--- src/shared/snf_pkg.sv ---
// Purpose: Shared constants and types for the serial video line-coding path
// Assumes: One bit per ref_clk cycle on both serial sides
// Notes:   Character width is 10 bits, 8-bit video rides in the upper bits
package snf_pkg;

	localparam int          CHAR_W      = 10;
	localparam int          HIST_W      = 3 * CHAR_W;
	localparam int          SCR_LEN     = 9;
	localparam int          TAP_HI      = 8;
	localparam int          TAP_LO      = 3;
	localparam int          NARROW_W    = 8;
	localparam int          PAD_W       = CHAR_W - NARROW_W;
	localparam logic [3:0]  BIT_CNT_MAX = 4'h9;
	localparam logic [3:0]  BIT_CNT_ONE = 4'h1;
	localparam logic [3:0]  FILL_BITS   = 4'hA;
	localparam logic [1:0]  PAD_BITS    = 2'h0;
	localparam logic [9:0]  TRS_ONES    = 10'h3FF;
	localparam logic [9:0]  TRS_ZERO    = 10'h000;
	localparam logic [9:0]  RSV_LO_MAX  = 10'h003;
	localparam logic [9:0]  RSV_HI_MIN  = 10'h3FC;
	localparam logic [9:0]  IDLE_CHAR   = 10'h200;
	localparam logic [1:0]  BUF_DEPTH   = 2'h2;
	localparam logic [1:0]  CNT_ONE     = 2'h1;

	typedef struct packed {
		logic [9:0] data;
	} snf_word_t;

	typedef enum logic [1:0] {
		FR_HUNT   = 2'h1,
		FR_LOCKED = 2'h2
	} snf_frame_t;

endpackage : snf_pkg

--- src/logic/snf_line_coder.sv ---
// Purpose: Transmit scrambler/NRZI encoder and receive NRZI decoder/descrambler/framer
// Assumes: ref_clk is the bit clock; character rate is an enable pulse every ten bits
// Notes:   Serial inputs are synchronous to ref_clk, one bit per cycle
`timescale 1ns/1ns
`default_nettype none

module snf_line_coder
	import snf_pkg::*;
(
	input  wire logic        ref_clk,        // Bit clock, 50 MHz
	input  wire logic        rst_n,          // Asynchronous reset, active low
	input  wire logic        tx_valid,       // Source offers a character
	output logic             tx_ready,       // Buffer can take a character
	input  wire logic [9:0]  tx_data,        // Source character
	input  wire logic        tx_mode8,       // High: tx_data[7:0] is 8-bit video
	output logic             tx_char_stb,    // Transmit character-rate pulse
	output logic             tx_serial,      // NRZI encoded line bit
	input  wire logic        rx_serial,      // Recovered line bit
	output logic             rx_char_stb,    // Receive character-rate pulse
	output logic [9:0]       rx_data,        // Framed output character
	output logic             rx_data_valid,  // rx_data holds a valid character
	output logic             rx_aligned      // A reference sequence has been seen
);

	// Character mapping and reserved-range correction
	function automatic logic [9:0] map_char(input logic [9:0] d, input logic m8);
		logic [9:0] c;
		c = m8 ? {d[NARROW_W-1:0], PAD_BITS} : d;
		if (c <= RSV_LO_MAX)
			return TRS_ZERO;
		else if (c >= RSV_HI_MIN)
			return TRS_ONES;
		else
			return c;
	endfunction : map_char

	// Two-entry transmit buffer
	snf_word_t   buf_mem [0:1];
	logic        wr_ptr;
	logic        rd_ptr;
	logic [1:0]  buf_cnt;
	logic        buf_push;
	logic        buf_pop;
	logic        char_edge;
	snf_word_t   in_word;
	logic [3:0]  tx_cnt;

	assign tx_ready  = (buf_cnt != BUF_DEPTH);
	assign buf_push  = tx_valid && tx_ready;
	assign char_edge = (tx_cnt == BIT_CNT_MAX);
	assign buf_pop   = char_edge && (buf_cnt != 2'h0);
	assign in_word   = '{data: map_char(tx_data, tx_mode8)};

	genvar gi;
	generate
		for (gi = 0; gi < 2; gi++) begin : g_buf
			always_ff @(posedge ref_clk or negedge rst_n) begin
				if (!rst_n)
					buf_mem[gi] <= '0;
				else if (buf_push && (wr_ptr == 1'(gi)))
					buf_mem[gi] <= in_word;
			end
		end
	endgenerate

	always_ff @(posedge ref_clk or negedge rst_n) begin
		if (!rst_n) begin
			wr_ptr  <= 1'b0;
			rd_ptr  <= 1'b0;
			buf_cnt <= 2'h0;
		end else begin
			if (buf_push)
				wr_ptr <= ~wr_ptr;
			if (buf_pop)
				rd_ptr <= ~rd_ptr;
			if (buf_push && !buf_pop)
				buf_cnt <= buf_cnt + CNT_ONE;
			else if (buf_pop && !buf_push)
				buf_cnt <= buf_cnt - CNT_ONE;
		end
	end

	// Transmit character divider and serializer
	logic [CHAR_W-1:0]  tx_shift;

	always_ff @(posedge ref_clk or negedge rst_n) begin
		if (!rst_n) begin
			tx_cnt      <= 4'h0;
			tx_char_stb <= 1'b0;
		end else begin
			tx_cnt      <= char_edge ? 4'h0 : tx_cnt + BIT_CNT_ONE;
			tx_char_stb <= char_edge;
		end
	end

	always_ff @(posedge ref_clk or negedge rst_n) begin
		if (!rst_n)
			tx_shift <= IDLE_CHAR;
		else if (char_edge)
			tx_shift <= buf_pop ? buf_mem[rd_ptr].data : IDLE_CHAR;
		else
			tx_shift <= {1'b0, tx_shift[CHAR_W-1:1]};
	end

	// Scrambler then NRZI encoder
	logic [SCR_LEN-1:0] scr;
	logic               scr_bit;

	assign scr_bit = tx_shift[0] ^ scr[TAP_HI] ^ scr[TAP_LO];

	always_ff @(posedge ref_clk or negedge rst_n) begin
		if (!rst_n)
			scr <= '0;
		else
			scr <= {scr[SCR_LEN-2:0], scr_bit};
	end

	always_ff @(posedge ref_clk or negedge rst_n) begin
		if (!rst_n)
			tx_serial <= 1'b0;
		else
			tx_serial <= tx_serial ^ scr_bit;
	end

	// NRZI decoder
	logic rx_prev;
	logic nrz_bit;

	assign nrz_bit = rx_serial ^ rx_prev;

	always_ff @(posedge ref_clk or negedge rst_n) begin
		if (!rst_n)
			rx_prev <= 1'b0;
		else
			rx_prev <= rx_serial;
	end

	// Feed-forward descrambler
	logic [SCR_LEN-1:0] dsr;
	logic               desc_bit;

	assign desc_bit = nrz_bit ^ dsr[TAP_HI] ^ dsr[TAP_LO];

	always_ff @(posedge ref_clk or negedge rst_n) begin
		if (!rst_n)
			dsr <= '0;
		else
			dsr <= {dsr[SCR_LEN-2:0], nrz_bit};
	end

	// Fill counter: descrambler history must be all received bits
	logic [3:0] fill_cnt;
	logic       filled;

	assign filled = (fill_cnt == FILL_BITS);

	always_ff @(posedge ref_clk or negedge rst_n) begin
		if (!rst_n)
			fill_cnt <= 4'h0;
		else if (!filled)
			fill_cnt <= fill_cnt + BIT_CNT_ONE;
	end

	// Framer: history holds the last three characters, newest bit on top
	logic [HIST_W-1:0]  hist;
	logic [HIST_W-1:0]  next_hist;
	logic               trs_hit;
	logic [3:0]         rx_cnt;
	logic               rx_edge;
	snf_frame_t         fr_state;

	assign next_hist = {desc_bit, hist[HIST_W-1:1]};
	assign trs_hit   = (next_hist[CHAR_W-1:0] == TRS_ONES)
	                && (next_hist[2*CHAR_W-1:CHAR_W] == TRS_ZERO)
	                && (next_hist[HIST_W-1:2*CHAR_W] == TRS_ZERO);
	assign rx_edge   = (rx_cnt == BIT_CNT_MAX) || trs_hit;

	always_ff @(posedge ref_clk or negedge rst_n) begin
		if (!rst_n)
			hist <= '0;
		else
			hist <= next_hist;
	end

	always_ff @(posedge ref_clk or negedge rst_n) begin
		if (!rst_n)
			rx_cnt <= 4'h0;
		else if (rx_edge)
			rx_cnt <= 4'h0;
		else
			rx_cnt <= rx_cnt + BIT_CNT_ONE;
	end

	always_ff @(posedge ref_clk or negedge rst_n) begin
		if (!rst_n)
			fr_state <= FR_HUNT;
		else begin
			unique case (fr_state)
				FR_HUNT: begin
					if (trs_hit)
						fr_state <= FR_LOCKED;
				end
				FR_LOCKED: begin
					fr_state <= FR_LOCKED;
				end
				default: begin
					fr_state <= FR_HUNT;
				end
			endcase
		end
	end

	assign rx_aligned = (fr_state == FR_LOCKED);

	// Character output
	always_ff @(posedge ref_clk or negedge rst_n) begin
		if (!rst_n) begin
			rx_char_stb   <= 1'b0;
			rx_data       <= '0;
			rx_data_valid <= 1'b0;
		end else begin
			rx_char_stb <= rx_edge;
			if (rx_edge) begin
				rx_data       <= next_hist[HIST_W-1:2*CHAR_W];
				rx_data_valid <= filled;
			end
		end
	end

endmodule : snf_line_coder

`default_nettype wire

--- config.mk ---
export PLATFORM = sky130hd
export DESIGN_NAME = snf_line_coder
export DESIGN_NICKNAME = d
export VERILOG_FILES = /design/src/shared/snf_pkg.sv /design/src/logic/snf_line_coder.sv
export SDC_FILE = /design/constraint.sdc
export NUM_CORES = 1
export LEC_CHECK = 0
export BUFFER_PORTS_ARGS = -buffer_cell sky130_fd_sc_hd__buf_2
export CAP_MARGIN = 40
export CORE_ASPECT_RATIO = 0.6
export CORE_MARGIN = 10
export CORE_UTILIZATION = 59
export DETAILED_ROUTE_END_ITERATION = 16
export PLACE_DENSITY = 0.75
export RECOVER_POWER = 25
export SYNTH_ARGS = -nofsm -noshare
export SYNTH_HDL_FRONTEND = slang
export SYNTH_SLANG_ARGS = --single-unit
--- constraint.sdc ---
create_clock -name ref_clk -period 2.7 [get_ports ref_clk]
set_clock_uncertainty 0.2 [all_clocks]
set_input_delay 0.54 -clock ref_clk [delete_from_list [all_inputs] [get_ports ref_clk]]
set_output_delay 0.54 -clock ref_clk [all_outputs]
set_load 0.01 [all_outputs]
Word-level counts from Yosys, hierarchy flattened
Index checks and enable logic that the tools add are counted.
{"block": "word_totals", "input_bits": 15, "elab_cells": 73, "regBits": 111}
{"block": "op_classes", "mux": 14, "eq_ne": 8, "magnitude_cmp": 3, "bitwise_logic": 9, "reduce_logical": 15, "n_addsub": 5}
{"cell": "$mux 10", "count": 8}
{"cell": "$logic_not 10->1", "count": 2}
{"cell": "$add 4x1->4 const B", "count": 3}
{"cell": "$eq 4x4->1 const B", "count": 3}
{"cell": "$eq 10x10->1 const B", "count": 1}
{"cell": "$ge 10x10->1 const B", "count": 1}
{"cell": "$le 10x2->1 const B", "count": 1}
{"cell": "$logic_and 1x1->1", "count": 8}
{"cell": "$mux 4", "count": 2}
{"cell": "$mux 2", "count": 3}
{"cell": "$xor 1x1->1", "count": 6}
{"cell": "$ne 2x2->1 const B", "count": 2}
{"cell": "$pmux 2 s2", "count": 1}
{"cell": "$reduce_bool 2->1", "count": 2}
{"cell": "$add 2x1->2 const B", "count": 1}
{"cell": "$eq 2x1->1 const B", "count": 1}
{"cell": "$eq 2x2->1 const B", "count": 1}
{"cell": "$ge 2x2->1 const B", "count": 1}
{"cell": "$logic_not 1->1", "count": 2}
{"cell": "$not 1->1", "count": 2}
{"cell": "$not 1->2", "count": 1}
{"cell": "$sub 2x1->2 const B", "count": 1}
{"cell": "$logic_or 1x1->1", "count": 1}

Depth between registers and ports, before layout
{"block": "logic_depth", "word_depth": 7, "depth_mapped": 9, "mapped_depth_nobuf": 8}

Least setup slack after synthesis
OpenSTA, ideal clock, no wires.
{"block": "synth_path", "path_kind": "flip-flop to flip-flop", "start": "register tx_cnt[2]", "end": "register buf_cnt[1]", "arrival_time_ps": 1692, "stages_incl_launch_ff": 10, "slack_ps": 729, "setup_time_ps": 79, "t_required_ps": 2421, "period_less_slack_ps": 1971, "path_cell_list": "dfrtp_1 -> nand2b_1 -> or2_1 -> inv_2 -> nand2_1 -> clkbuf_1 -> ha_1 -> xor2_1 -> nor2_1 -> xor2_1"}
{"block": "synth_between", "elab_chain_len": 5, "word_cells_on_any_way": 7, "cone_classes": "1 x eq/ne; 1 x mux; 5 x reduce/logical"}
{"element": "from (decl)", "line_no": "snf_line_coder.sv:46", "source": "logic [3:0] tx_cnt;"}
{"element": "from (signal assigned)", "line_no": "snf_line_coder.sv:91", "source": "tx_cnt <= char_edge ? 4'h0 : tx_cnt + BIT_CNT_ONE;"}
{"element": "$eq 4x4->1 (*)", "line_no": "snf_line_coder.sv:50", "source": "assign char_edge = (tx_cnt == BIT_CNT_MAX);"}
{"element": "net char_edge", "line_no": "snf_line_coder.sv:44", "source": "logic char_edge;"}
{"element": "$logic_and 1x1->1 (*)", "line_no": "snf_line_coder.sv:51", "source": "assign buf_pop = char_edge && (buf_cnt != 2'h0);"}
{"element": "$logic_not 1->1", "line_no": "snf_line_coder.sv:76", "source": "if (buf_push && !buf_pop)"}
{"element": "$logic_and 1x1->1", "line_no": "snf_line_coder.sv:76"}
{"element": "$mux 2 or $reduce_bool 2->1 (tied branches)"}
{"element": "to (signal assigned)", "line_no": "snf_line_coder.sv:77", "source": "buf_cnt <= buf_cnt + CNT_ONE;"}
{"element": "to (signal assigned)", "line_no": "snf_line_coder.sv:79", "source": "buf_cnt <= buf_cnt - CNT_ONE;"}
{"element": "to (decl)", "line_no": "snf_line_coder.sv:41", "source": "logic [1:0] buf_cnt;"}
Mark *: on every way through the listed nets, which the timed path passes. The rest lies on a longest branch.
A chain may end at the register's enable or synchronous reset.

Final worst setup path
Ends and elaborated chain as after synthesis.

==> flow_summary_export.csv <==
group,metric,value,unit
synthesis,yosys_register_bits,110,
setup_path,cp_max_fo,11,
route,totalWireLength,7840,um
setup_path,slowest_delay,0.42,ns
timing,finalCritPeriodShare,0.8429,
clock_tree,clk_pin_slew,0.07,ns
timing,final.min_clock_period,2.276,ns
clock_tree,clock_path_buffers,2,
route,drt_first_pass_iters,4,
final_layout,drive_gt1_frac,0.1640,
synthesis,synth_xor_area_frac,0.03397,
floorplan,fp.coreArea,6734,um2
placed_design,finalWeightedCongestion,0.7863,
setup_path,worst-setup-path-type,"reg2reg",
min_path,holdPathStages,1,
route,vias,2491,
timing,max_freq,439.4,MHz
synthesis,seq_area_frac_synth,0.6679,
placed_design,dp_hpwl,5380,um
setup_path,endpoint_kind,"flop",
timing,finalHoldViolCount,0,
setup_path,path_delay_family,"simple AND/OR/NAND/NOR gates",
synthesis,synth_compound_area_frac,0.07825,
synthesis,synthCells,331,
clock_tree,cts_root_buf,"clkbuf_16",
min_path,hold_end,"rx_prev$_DFF_PN0_",
global_route,grt.met1_usage,0.2238,
route,drt_iter0_drc,182,
timing,tightest_slew,1.179,ns
setup_path,r2r_slack,0.42,ns
setup_path,cp_data_arrival_time,2.35,ns
global_route,grtUsageTotal,0.1600,
pwr,irDropWorstVdd,0.6640,mV
timing,relSlewSlack,0.2138,
clock_tree,post_cts_buffers,0,
floorplan,dieArea,10850,um2
global_route,grt_pass1_wl,13660,um
clock_tree,insertion_delay,0.35,ns
run,drv_cap,0,
pwr,cellPowerDensity,1076,nW/um2
floorplan,die_y,84.77,um
route,drc,0,
synthesis,synth_top_family_by_area,"simple AND/OR/NAND/NOR gates",
timing,fin_tns_setup,0,ns
final_layout,multi_input_area,1251,um2
final_layout,synthToLayoutAreaGrowth,13.83,%
synthesis,synth-simple-area-share,0.1210,
setup_path,worst-path-buf-inv,1,
clock_tree,cts_buffers,9,
setup_path,cp_data_required_time,2.78,ns
global_route,grt_max_degree,48,
setup_path,cp_common_cell,"xor2_1",
placed_design,post-place-ws,0.3311,ns
synthesis,yosysWarnings,0,
floorplan,start_util,0.6126,
timing,hold_ws,0.1295,ns
floorplan,die_w,128.0,um
min_path,holdCritStartpoint,"rx_serial",
synthesis,synth_area,4125,um2
clock_tree,htreeDepth,3,
timing,fin_ws,0.4242,ns
global_route,met3_usage,0.06026,
global_route,antenna_found_initial,0,
synthesis,synth_fa_ha_area_frac,0.02123,
synthesis,syn-num-nets,353,
final_layout,n_fill_cell,493,
synthesis,ys_types,47,
synthesis,synthMuxAreaShare,0.04883,
setup_path,r2r-start,"tx_cnt[2]$_DFF_PN0_",
setup_path,worstReg2RegEnd,"buf_cnt[1]$_DFFE_PN0P_",
setup_path,start_kind,"flop",
run_status,status,"finished, final reports clean",
timing,finalSetupViolations,0,
global_route,grt_use_met2,0.2248,
global_route,top_usage_layer,"met2",
setup_path,worstPathCellList,"nand2b_1 > or2_1 > inv_2 > nand2_1 > ha_1 > xor2_1 > nor2_1 > xor2_1",
timing,slew_violations,0,
timing,rsz0062_at_grt,"false",
clock_tree,cts_tree,"done",
setup_path,r2r_cells,8,
synthesis,syn_area_per_cell,12.46,um2
floorplan,ios,31,
placed_design,port-buffer-count,30,
synthesis,synthFlopType,"dfrtp_1",
floorplan,fp-row-count,23,
route,ant_nets,0,
final_layout,regArea,2755,um2
route,vias_per_cell,5.427,
route,drt-wirelength-per-cell,17.08,um
clock_tree,cts_sinks,110,
clock_tree,cts_resized,0,
global_route,grt_overflow,0,
min_path,min_path_type,"in2reg",
setup_path,cpMaxStageDelayCell,"dfrtp_1",
final_layout,finalNetCount,389,
synthesis,async_flop_share,1.000,
pwr,leakage,2.206,nW
global_route,grt_pass1_vias,2658,
synthesis,synth-edff-count,0,
clock_tree,cts_hold_buf,0,
final_layout,antenna_cells,0,
where the power goes:
part	leakage, nW	switching [W]	internal, W	total [W]
combinational	0.749	0.000652	0.000509	0.00116
sequential	1.31	0.000363	0.00219	0.00256
clock	0.147	0.000606	0.000731	0.00134
registers in the layout, summed over array words and instances (netlist names):
signal / count
hist: 29
buf_mem: 20
rx_data: 10
tx_shift: 10
dsr: 9
scr: 9
fill_cnt: 4
rx_cnt: 4
tx_cnt: 4
buf_cnt: 2
fr_state: 2
rd_ptr: 1
rx_char_stb: 1
rx_data_valid: 1
rx_prev: 1
tx_char_stb: 1
tx_serial: 1
wr_ptr: 1
worst max path at each step:
stage                        startpoint  slack, ns  cells after the start                     end
floorplan           tx_cnt[2]$_DFF_PN0_       0.73                      9  buf_cnt[1]$_DFFE_PN0P_
global placement              rx_serial       0.48                      6  rx_data[2]$_DFFE_PN0N_
detailed placement            rx_serial       0.33                      6  rx_data[8]$_DFFE_PN0N_
CTS                 tx_cnt[2]$_DFF_PN0_       0.42                      8  buf_cnt[1]$_DFFE_PN0P_
global route         hist[12]$_DFF_PN0_       0.21                      4  rx_data[8]$_DFFE_PN0N_
finish              tx_cnt[2]$_DFF_PN0_       0.42                      8  buf_cnt[1]$_DFFE_PN0P_
cell families (layout without fill, tap and decap cells):
group           after synthesis  count (layout)
buf+inv                      31              72
compound gates               54              54
mux                          20              20
flops                       110             110
simple gates                 93              93
fa+ha+maj                     7               7
xor+xnor                     16              16
routing by layer:
layer | up-vias | routed length, um
met5 | - | 0
met2 | 39 | 3407
li1 | 1209 | -
met4 | 0 | 79
met1 | 1234 | 3898
met3 | 9 | 455
through the flow:
step	power (W)	std cells	utilization	instance area, um2
finish	0.005053	459	0.6973	4696
global route	0.005380	459	0.6973	4696
CTS	0.005105	459	0.6979	4700
detailed placement	0.003731	443	0.6529	4397
global placement	0.003646	443	0.6529	4397
floorplan	0.003290	331	-	4125
cell usage after synthesis (all sizes together), types with 3 or more instances:
cell type / n / area share
or2: 3 / 0.0046
mux2i: 19 / 0.046
ha: 7 / 0.021
nor3: 7 / 0.011
nor4: 4 / 0.0076
nand2: 36 / 0.033
and2: 3 / 0.0049
clkbuf: 7 / 0.0064
o21ai: 24 / 0.029
nand4: 4 / 0.011
xnor2: 9 / 0.019
xor2: 7 / 0.015
buf: 3 / 0.0033
nand3: 8 / 0.0097
nor2: 14 / 0.013
o31ai: 10 / 0.019
a21oi: 11 / 0.013
nand2b: 3 / 0.0046
dfrtp: 108 / 0.66
inv: 21 / 0.019
layout by cell type (no fill, tap or decap), types with 3 or more instances in the layout:
| cell | n |
|---|---|
| a21oi_1 | 11 |
| buf_2 | 28 |
| buf_4 | 4 |
| clkbuf_16 | 9 |
| dfrtp_1 | 108 |
| ha_1 | 7 |
| inv_1 | 19 |
| inv_6 | 4 |
| mux2i_1 | 19 |
| nand2_1 | 36 |
| nand2b_1 | 3 |
| nand3_1 | 8 |
| nor2_1 | 14 |
| nor3_1 | 6 |
| nor4_1 | 3 |
| o21ai_0 | 5 |
| o21ai_1 | 19 |
| o31ai_1 | 9 |
| xnor2_1 | 9 |
| xor2_1 | 7 |
area by class of cell:
cell class,count,area share
clock inverter,7,0.01652
multi-input combinational,190,0.2665
tap,87,0.02318
sequential,110,0.5867
timing repair buffer,35,0.04237
inverter,21,0.01679
clock buffer,9,0.04796
(Power assumes the default switching activity.)
